## src/verilog/gep_defs.svh

```systemverilog
// Purpose: Constants for the pin port with edge detect and debounce
// Assumes: 100 MHz system clock, 32.768 kHz reference sampled as a level
// Notes: Debounce window is counted in reference clock periods
`ifndef GEP_DEFS_SVH
`define GEP_DEFS_SVH
`define GEP_GP_PINS 7
`define GEP_MF_DEDICATED 2
`define GEP_MF_EXTRA 30
`define GEP_DEB_MIN_MS 16
`define GEP_DEB_MAX_MS 24
`define GEP_REF_HZ 32768
// Stable time in reference ticks: 16 ms rounded up
`define GEP_DEB_TICKS ((`GEP_DEB_MIN_MS * `GEP_REF_HZ + 999) / 1000)
`define GEP_DEB_CW 10
`endif

```

## src/verilog/gep_pkg.sv

```systemverilog
// Purpose: Types for the pin port
// Assumes: Nothing beyond the defs header
// Notes: Mode code of a multi-function pin
package gep_pkg;
    typedef enum logic [1:0] {
        GEP_MF_INPUT = 2'b00,
        GEP_MF_OUTPUT = 2'b01,
        GEP_MF_ALT = 2'b10,
        GEP_MF_RSVD = 2'b11
    } gep_mf_mode_e;
endpackage : gep_pkg

```

## src/verilog/gep_port.sv

```systemverilog
// Purpose: General purpose and multi-function pin port
// Assumes: Pins and the 32 kHz reference are asynchronous; two-flop synchronised
// Notes: Control bits are plain ports; edge flags are sticky, set wins over clear
//
// Overview of operation
// - Per-pin direction for general purpose pins
// - Separate rising and falling edge interrupts
// - Optional per-pin debounce on general purpose pins, 16 to 24 ms
// - Multi-function pin: input, output or test
// - Thirty more pins usable as multi-function ports
`timescale 1ns/1ps
`include "gep_defs.svh"
module gep_port #(
    parameter int GP_N = `GEP_GP_PINS,
    parameter int MF_N = `GEP_MF_DEDICATED + `GEP_MF_EXTRA,
    parameter int DEB_TICKS = `GEP_DEB_TICKS
) (
    // Clock and reset
    input wire logic i_clk,
    input wire logic i_rstn,
    // Reference clock, sampled as a level
    input wire logic i_ref_32k,
    // General purpose pins
    input wire logic [GP_N-1:0] i_gp_pin,
    output logic [GP_N-1:0] o_gp_pin,
    output logic [GP_N-1:0] o_gp_pin_oe,
    // General purpose control
    input wire logic [GP_N-1:0] i_gp_dir_out,
    input wire logic [GP_N-1:0] i_gp_out_val,
    input wire logic [GP_N-1:0] i_gp_deb_en,
    // Multi-function pins
    input wire logic [MF_N-1:0] i_mf_pin,
    output logic [MF_N-1:0] o_mf_pin,
    output logic [MF_N-1:0] o_mf_pin_oe,
    // Multi-function control and internal test signals
    input wire logic [MF_N-1:0] i_mf_port_en,
    input wire logic [2*MF_N-1:0] i_mf_mode,
    input wire logic [MF_N-1:0] i_mf_out_val,
    input wire logic [MF_N-1:0] i_mf_alt_val,
    // Input levels seen by software
    output logic [GP_N-1:0] o_gp_in,
    output logic [MF_N-1:0] o_mf_in,
    // Sticky edge flags and write-one-to-clear
    output logic [GP_N-1:0] o_gp_rise,
    output logic [GP_N-1:0] o_gp_fall,
    output logic [MF_N-1:0] o_mf_rise,
    output logic [MF_N-1:0] o_mf_fall,
    input wire logic [GP_N-1:0] i_gp_rise_clr,
    input wire logic [GP_N-1:0] i_gp_fall_clr,
    input wire logic [MF_N-1:0] i_mf_rise_clr,
    input wire logic [MF_N-1:0] i_mf_fall_clr
);
    import gep_pkg::*;

    if (GP_N < 1 || GP_N > 32 || MF_N < 1 || MF_N > 64) begin : g_bad_count
        $error("gep_port: pin count out of range");
    end

    function automatic gep_mf_mode_e mf_mode(input logic [2*MF_N-1:0] m, input int i);
        return gep_mf_mode_e'(m[2*i +: 2]);
    endfunction : mf_mode

    // Synchronisers; first stage is read only by the second
    logic [GP_N-1:0] gp_s1;
    logic [GP_N-1:0] gp_s2;
    logic [MF_N-1:0] mf_s1;
    logic [MF_N-1:0] mf_s2;
    logic ref_s1;
    logic ref_s2;
    logic ref_d;
    always_ff @(posedge i_clk) begin
        if (!i_rstn) begin
            gp_s1 <= '0;
            gp_s2 <= '0;
            mf_s1 <= '0;
            mf_s2 <= '0;
            ref_s1 <= 1'b0;
            ref_s2 <= 1'b0;
            ref_d <= 1'b0;
        end else begin
            gp_s1 <= i_gp_pin;
            gp_s2 <= gp_s1;
            mf_s1 <= i_mf_pin;
            mf_s2 <= mf_s1;
            ref_s1 <= i_ref_32k;
            ref_s2 <= ref_s1;
            ref_d <= ref_s2;
        end
    end

    // One pulse per reference period
    logic ref_tick;
    assign ref_tick = ref_s2 & ~ref_d;

    // Debounce per general purpose pin
    logic [GP_N-1:0] gp_deb;
    logic [GP_N-1:0] gp_eff;
    genvar g;
    generate
        for (g = 0; g < GP_N; g++) begin : g_deb
            gep_debounce #(
                .TICKS(DEB_TICKS)
            ) u_deb (
                .i_clk(i_clk),
                .i_rstn(i_rstn),
                .i_tick(ref_tick),
                .i_raw(gp_s2[g]),
                .o_level(gp_deb[g])
            );
            assign gp_eff[g] = i_gp_deb_en[g] ? gp_deb[g] : gp_s2[g];
        end
    endgenerate

    // Edge detection state
    logic [GP_N-1:0] gp_prev;
    logic [MF_N-1:0] mf_prev;
    logic [GP_N-1:0] gp_rise;
    logic [GP_N-1:0] gp_fall;
    logic [MF_N-1:0] mf_rise;
    logic [MF_N-1:0] mf_fall;
    logic [GP_N-1:0] next_gp_rise;
    logic [GP_N-1:0] next_gp_fall;
    logic [MF_N-1:0] next_mf_rise;
    logic [MF_N-1:0] next_mf_fall;
    logic [MF_N-1:0] mf_watch;

    // Edges only count on pins released to port use and not in test mode
    always_comb begin
        for (int i = 0; i < MF_N; i++) begin
            mf_watch[i] = i_mf_port_en[i] && (mf_mode(i_mf_mode, i) != GEP_MF_ALT);
        end
    end

    // Set beats clear when both land in one cycle
    always_comb begin
        next_gp_rise = (gp_rise & ~i_gp_rise_clr) | (gp_eff & ~gp_prev);
        next_gp_fall = (gp_fall & ~i_gp_fall_clr) | (~gp_eff & gp_prev);
        next_mf_rise = (mf_rise & ~i_mf_rise_clr) | (mf_watch & mf_s2 & ~mf_prev);
        next_mf_fall = (mf_fall & ~i_mf_fall_clr) | (mf_watch & ~mf_s2 & mf_prev);
    end

    always_ff @(posedge i_clk) begin
        if (!i_rstn) begin
            gp_prev <= '0;
            mf_prev <= '0;
            gp_rise <= '0;
            gp_fall <= '0;
            mf_rise <= '0;
            mf_fall <= '0;
        end else begin
            gp_prev <= gp_eff;
            mf_prev <= mf_s2;
            gp_rise <= next_gp_rise;
            gp_fall <= next_gp_fall;
            mf_rise <= next_mf_rise;
            mf_fall <= next_mf_fall;
        end
    end

    // Pin drive
    logic [GP_N-1:0] gp_o;
    logic [GP_N-1:0] gp_oe;
    logic [MF_N-1:0] mf_o;
    logic [MF_N-1:0] mf_oe;
    logic [GP_N-1:0] next_gp_o;
    logic [GP_N-1:0] next_gp_oe;
    logic [MF_N-1:0] next_mf_o;
    logic [MF_N-1:0] next_mf_oe;

    always_comb begin
        next_gp_o = i_gp_out_val;
        next_gp_oe = i_gp_dir_out;
        for (int i = 0; i < MF_N; i++) begin
            next_mf_o[i] = 1'b0;
            next_mf_oe[i] = 1'b0;
            // Pins not released stay with their normal owner, so we leave them undriven
            if (i_mf_port_en[i]) begin
                case (mf_mode(i_mf_mode, i))
                    GEP_MF_INPUT: begin
                        next_mf_oe[i] = 1'b0;
                    end
                    GEP_MF_OUTPUT: begin
                        next_mf_o[i] = i_mf_out_val[i];
                        next_mf_oe[i] = 1'b1;
                    end
                    GEP_MF_ALT: begin
                        next_mf_o[i] = i_mf_alt_val[i];
                        next_mf_oe[i] = 1'b1;
                    end
                    default: begin
                        next_mf_oe[i] = 1'b0;
                    end
                endcase
            end
        end
    end

    always_ff @(posedge i_clk) begin
        if (!i_rstn) begin
            gp_o <= '0;
            gp_oe <= '0;
            mf_o <= '0;
            mf_oe <= '0;
        end else begin
            gp_o <= next_gp_o;
            gp_oe <= next_gp_oe;
            mf_o <= next_mf_o;
            mf_oe <= next_mf_oe;
        end
    end

    assign o_gp_pin = gp_o;
    assign o_gp_pin_oe = gp_oe;
    assign o_mf_pin = mf_o;
    assign o_mf_pin_oe = mf_oe;
    assign o_gp_in = gp_prev;
    assign o_mf_in = mf_prev;
    assign o_gp_rise = gp_rise;
    assign o_gp_fall = gp_fall;
    assign o_mf_rise = mf_rise;
    assign o_mf_fall = mf_fall;
endmodule : gep_port

```

## src/verilog/gep_debounce.sv

```systemverilog
// Purpose: One pin debounce filter
// Assumes: i_tick is a one-cycle pulse per reference period
// Notes: Level accepted only after the stable count of ticks
`timescale 1ns/1ps
`include "gep_defs.svh"
module gep_debounce #(
    parameter int TICKS = `GEP_DEB_TICKS
) (
    // Clock and reset
    input wire logic i_clk,
    input wire logic i_rstn,
    // Sample in and filtered level out
    input wire logic i_tick,
    input wire logic i_raw,
    output logic o_level
);
    import gep_pkg::*;
    logic [`GEP_DEB_CW-1:0] cnt;
    logic [`GEP_DEB_CW-1:0] next_cnt;
    logic level;
    logic next_level;

    // The counter width bounds the window; refuse what it cannot count
    if (TICKS < 1 || TICKS >= (1 << `GEP_DEB_CW)) begin : g_bad_ticks
        $error("gep_debounce: TICKS out of range");
    end

    always_comb begin
        next_cnt = cnt;
        next_level = level;
        if (i_raw == level) begin
            next_cnt = '0;
        end else if (i_tick) begin
            if (cnt == `GEP_DEB_CW'(TICKS - 1)) begin
                next_level = i_raw;
                next_cnt = '0;
            end else begin
                next_cnt = cnt + `GEP_DEB_CW'(1);
            end
        end
    end

    always_ff @(posedge i_clk) begin
        if (!i_rstn) begin
            cnt <= '0;
            level <= 1'b0;
        end else begin
            cnt <= next_cnt;
            level <= next_level;
        end
    end

    assign o_level = level;
endmodule : gep_debounce

```

## config.mk

```make
export PLATFORM = sky130hd
export DESIGN_NAME = gep_port
export DESIGN_NICKNAME = d
export VERILOG_FILES = /design/src/verilog/gep_pkg.sv /design/src/verilog/gep_port.sv /design/src/verilog/gep_debounce.sv
export VERILOG_INCLUDE_DIRS = /design/src /design/src/verilog
export SDC_FILE = /design/constraint.sdc
export NUM_CORES = 1
export LEC_CHECK = 0
export BUFFER_PORTS_ARGS = -buffer_cell sky130_fd_sc_hd__buf_2
export CELL_PAD_IN_SITES_DETAIL_PLACEMENT = 1
export CELL_PAD_IN_SITES_GLOBAL_PLACEMENT = 1
export CORE_UTILIZATION = 33
export CTS_CLUSTER_DIAMETER = 50
export DETAILED_ROUTE_END_ITERATION = 6
export PLACE_DENSITY_LB_ADDON = 0.1
export SLEW_MARGIN = 25
export SYNTH_ARGS = -nofsm -noshare
export SYNTH_HDL_FRONTEND = slang
export SYNTH_SLANG_ARGS = --single-unit
```

## constraint.sdc

```tcl
create_clock -name i_clk -period 1.39 [get_ports i_clk]
set_input_delay 0.278 -clock i_clk [delete_from_list [all_inputs] [get_ports i_clk]]
set_output_delay 0.278 -clock i_clk [all_outputs]
set_load 0.005 [all_outputs]
```

* Word-level counts from Yosys, hierarchy flattened *
Index checks and enable logic that the tools add are counted.

word-level totals
  memory bits (writable) = 0
  logic and storage cells = 430
  ROM bits = 0
  latch bits = 0
  flip-flop bits (word level) = 353
  memories kept = 0
  output and inout bits = 195

cells by class
  eq/ne operators = 110
  divide/modulo/power cells = 0
  bitwise logic cells = 32
  multiply operators = 0
  shift-type cells = 0
  add/subtract/negate cells = 7
  order comparisons = 0
  multiplexer cells = 78
  reductions and logical operators = 110

operators with widths
  cell                                                                   number
  32-bit AND                                                             6
  32-bit inverter                                                        4
  2-bit OR reduction                                                     39
  10-bit by 1-bit adder with 10-bit output, second input constant        7
  10-bit equality test, second input constant                            7
  10-bit two-way mux                                                     7
  2-bit by 1-bit equality test with 1-bit output, second input constant  32
  2-bit equality test, second input constant                             32
  2-bit inequality test, second input constant                           32
  32-bit OR                                                              2
  1-bit case mux with 2 select lines                                     32
  2-bit AND reduction                                                    32
  1-bit two-way mux                                                      39
  1-bit logical AND                                                      32
  7-bit AND                                                              4
  7-bit inverter                                                         4
  3-bit AND reduction                                                    7
  7-bit OR                                                               2
  1-bit inverter                                                         9
  1-bit equality test                                                    7
  1-bit AND                                                              1

* Logic depth before layout (Yosys ltp) *
  word-level depth = 5
  gate-level depth with buffers = 6

* Hierarchy *
A second synthesis with hierarchy kept.

second synthesis, totals
  cell total of the unflattened synthesis = 1352
  area, all modules = 14092.3 um2

by module, submodules not included
  module        area an instance (um2)  sequential area each (um2)  cells each  times used
  gep_port      10063.4                 5525.3                      925         1
  gep_debounce  575.6                   220.2                       61          7

* Worst setup path after synthesis *
OpenSTA, ideal clock, no wires.

  kind = register to register
  start point = register g_deb[0].u_deb.cnt[0]
  end point = register g_deb[0].u_deb.cnt[0]
  stages on the path, launching flop included = 7
  clock period less this slack = 1514 ps
  path buffers = 1
  path slack = -124 ps
  arrival time = 1388 ps
  path through = dfxtp_1 inv_1 ha_1 or4bb_1 nor3_1 buf_2 nor3_1

between the ends
  cells in the longest elaborated chain, start to end = 2
  elaborated cells on any way between the ends = 3
  classes of those cells = add/sub (1); eq/ne (1); mux (1)

ends and longest elaborated chain
  what                                                                                     RTL line                                RTL
  from (decl)                                                                              gep_debounce.sv:18                      logic [`GEP_DEB_CW-1:0] cnt;
  from (signal assigned)                                                                   gep_debounce.sv:48                      cnt <= next_cnt;
  10-bit by 1-bit adder with 10-bit output / 10-bit equality test (equally long branches)  gep_debounce.sv:38, gep_debounce.sv:34
  10-bit two-way mux (*)                                                                   gep_debounce.sv:34                      if (cnt == `GEP_DEB_CW'(TICKS - 1)) begin

Every way passes the cells marked *; elsewhere a longest branch is shown, timed or not.
A chain may end at the register's enable or synchronous reset.

* Worst setup path in the final report *
  start point = register ref_s2
  end point = register g_deb[6].u_deb.cnt[5]

between the ends
  cells in the longest elaborated chain, start to end = 1

ends and longest elaborated chain
  what                    RTL line            RTL
  from (decl)             gep_port.sv:69      logic ref_s2;
  from (signal assigned)  gep_port.sv:86      ref_s2 <= ref_s1;
  1-bit AND               gep_port.sv:93      assign ref_tick = ref_s2 & ~ref_d;
  to (signal assigned)    gep_debounce.sv:48
  to (decl)               gep_debounce.sv:18

No other way between the ends.

==> summary.txt <==
status: finished, violations left
violated checks: negative setup slack
Setup Skew: 24.4 ps
RePlAce Congestion: 0.833
Syn Std Cell Area: 13,900 um^2
Top Family by Delay on Critical Path: simple AND/OR/NAND/NOR gates
Total Wirelength: 53,200 um
DP HPWL: 36,200 um
MaxCap Viol Count: 0
fin crit share: 118%
maximum clock path buffer count: 3
Clock transition at path regs: 60 ps
Die Area: 42,900 um^2
leading area contributor after synthesis: dfxtp_1
Die X: 207 um
largest net degree at the start of global routing: 54
fin worst setup slack: -256 ps
via count: 13,900
RSZ-0062 raised after global routing: yes
share of the synthesized area in the top cell type: 50.9%
core area: 41,200 um^2
final hold violations: 0
top_reg_cell synth: dfxtp_1
antenna violations before repair: 10
Synth Area in Adders: 7.03%
# setup viols final: 77
synthesis-stage register bit count: 353
CTS tree: built
sequential-to-total area share from yosys stat: 50.9%
largest family of logic cells by synthesized area: simple AND/OR/NAND/NOR gates
H-tree levels: 2
Synth Area in Compound Gates: 9.40%
NumNets Final: 2,669
vias in the first global route: 15,400
CTS sink count: 353
DR pass1 iterations: 4
first-pass GRT wire length: 82,400 um
pwr/cell area: 1100 nW/um^2
Die Y: 207 um
std cell rows: 74
average vias per placed instance: 4.84
hold crit path type: input port to flop
headroom to the max-slew limit: 60.1%
post-layout min period: 1650 ps
largest cells by area after synthesis: dfxtp_1 (51%), ha_1 (7.0%), and2_1 (6.0%)
placed cell area: 17,800 um^2
Distinct cells, synth: 33
CP max-delay cell: dfxtp_4
critical path class: flop to flop
Starting Density: 33.7%
synth-to-layout area growth: 60.9%
overall power: 24,600 uW
CP required: 1860 ps
crit path buf inv count: 2
WL/cell: 18.6 um
clk_lat worst skew: 570 ps
static leakage: 0.0102 uW
layout cells sized above 1: 38.2%
DRC: 0
Ports: 496
yosys warns: 0
Tot GR Track Use: 24.0%
Crit path arrival time: 2120 ps
Initial DRC Count: 398
worst vdd ir: 0.885 mV
Post-synth ARST share: 0%
Worst Reg2Reg Path Length in Cells: 5
Crit path largest cell delay: 430 ps
post-synthesis mux area share: 1.51%
Fin Setup TNS: -9720 ps
port bufs: 495
Non-Filler Instances: 2,867
EDFF count, synth: 0
DRT antenna net count: 0
hold path cells: 3
crit-path cells: buf_12 -> nand4b_1 -> buf_4 -> or3_1 -> a211oi_2
simple-gate share of the synthesized area: 23.8%
cell count after placement: 2,546
Root Buffer Master: clkbuf_16
most common cell in the synthesized netlist: dfxtp_1
most common library cells after synthesis: dfxtp_1 (353), inv_1 (170), and2_1 (134)
design area: 22,400 um^2
CTS buffer count: 47
Syn Inst Count: 1,449
Startpoint Class: flop
critical path capture point type: flop
Slew Limit Fails: 0
post-synthesis average cell area: 9.58 um^2
critical path peak fanout: 8
measured slew at the worst slew-check pin: 597 ps
syn_nets: 1,828
Post-Synth XOR/XNOR Area: 1.32%
WP depth: 5
Max Freq: 608 MHz
grt total ovfl: 0
power by group:
group	switching, uW	internal [uW]
registers	122	10400
clock network	4780	7150
logic	942	1200
total	5840	18700
kinds of logic after synthesis:
kind of cell	after synthesis
AO/OA/AOI/OAI	208
XOR/XNOR	21
adder cells (fa/ha/maj)	78
buffers and inverters	215
flip-flops	353
multiplexers	21
AND/OR/NAND/NOR	553
through the flow:
step	setup slack (ps)	util [%]	hold WS [ps]
floorplan	-18.5	-	405
global placement	-134	43.3	413
detailed placement	-185	43.3	421
CTS	-156	53.4	0.219
global route	-296	54.2	9.76
finish	-256	54.3	29.1
state kept, by name, summed over array words and instances, names as in the netlist, 32 cells and up:
register and flops:
g_deb.u_deb.cnt 70, mf_s1 32, mf_s2 32, o_mf_fall 32, o_mf_in 32, o_mf_pin 32, o_mf_pin_oe 32, o_mf_rise 32
worst min-delay path, stage by stage:
cell and delay, ps:
buf_2 80, a22oi_1 70, nor3_1 120
area by class of cell:
cell class	count	area [um^2]
diodes	7	17.5
clock buffers	65	1380
clock inverters	22	184
fillers	4726	18800
inverters	171	643
multi-input cells	883	6570
flip-flops and latches	353	7140
well taps	532	666
repair buffers	834	5760
cell usage in the layout (no fill, tap or decap), drive strengths merged, types with 60 or more instances in the layout:
cell	synthesis	routed
and2	134	134
nor4bb	64	64
ha	78	78
inv	170	172
buf	17	654
dfxtp	353	353
a21oi	71	71
clkbuf	27	65
nor3	60	60
dlygate4sd3	0	179
nor2	115	115
routing by layer:
metal / routed length [um] / part of all wire (%) / up-vias / global-route usage [%]
met2: 27600 / 52 / 424 / 43.9
met1: 20200 / 38 / 6637 / 25.3
met4: 2550 / 4.8 / 4 / 13.2
li1: - / - / 6656 / -
met5: 27 / 0.051 / - / 0
met3: 2920 / 5.5 / 147 / 5.58
path summary, 6_finish.rpt:
path | start | slack (ps) | endpoint
worst min-delay path | i_mf_alt_val[15] | 30 | o_mf_pin[15]
worst max-delay path | ref_s2 | -260 | g_deb[6].u_deb.cnt[5]
worst min register to register | mf_s1[10] | 430 | mf_s2[10]
worst max register to register | ref_s2 | -260 | g_deb[6].u_deb.cnt[5]
what timing repair did:
item / 4_1_cts / 5_1_grt
cloned: 6 / 0
buffers inserted: 27 / 15
hold endpoints to repair: 167 / 0
setup endpoints to repair: 88 / 89
pin swaps: 66 / 42
resized for setup: 125 / 57
hold buffers: 180 / 0
No activity file was read; power rests on OpenSTA's default activity.
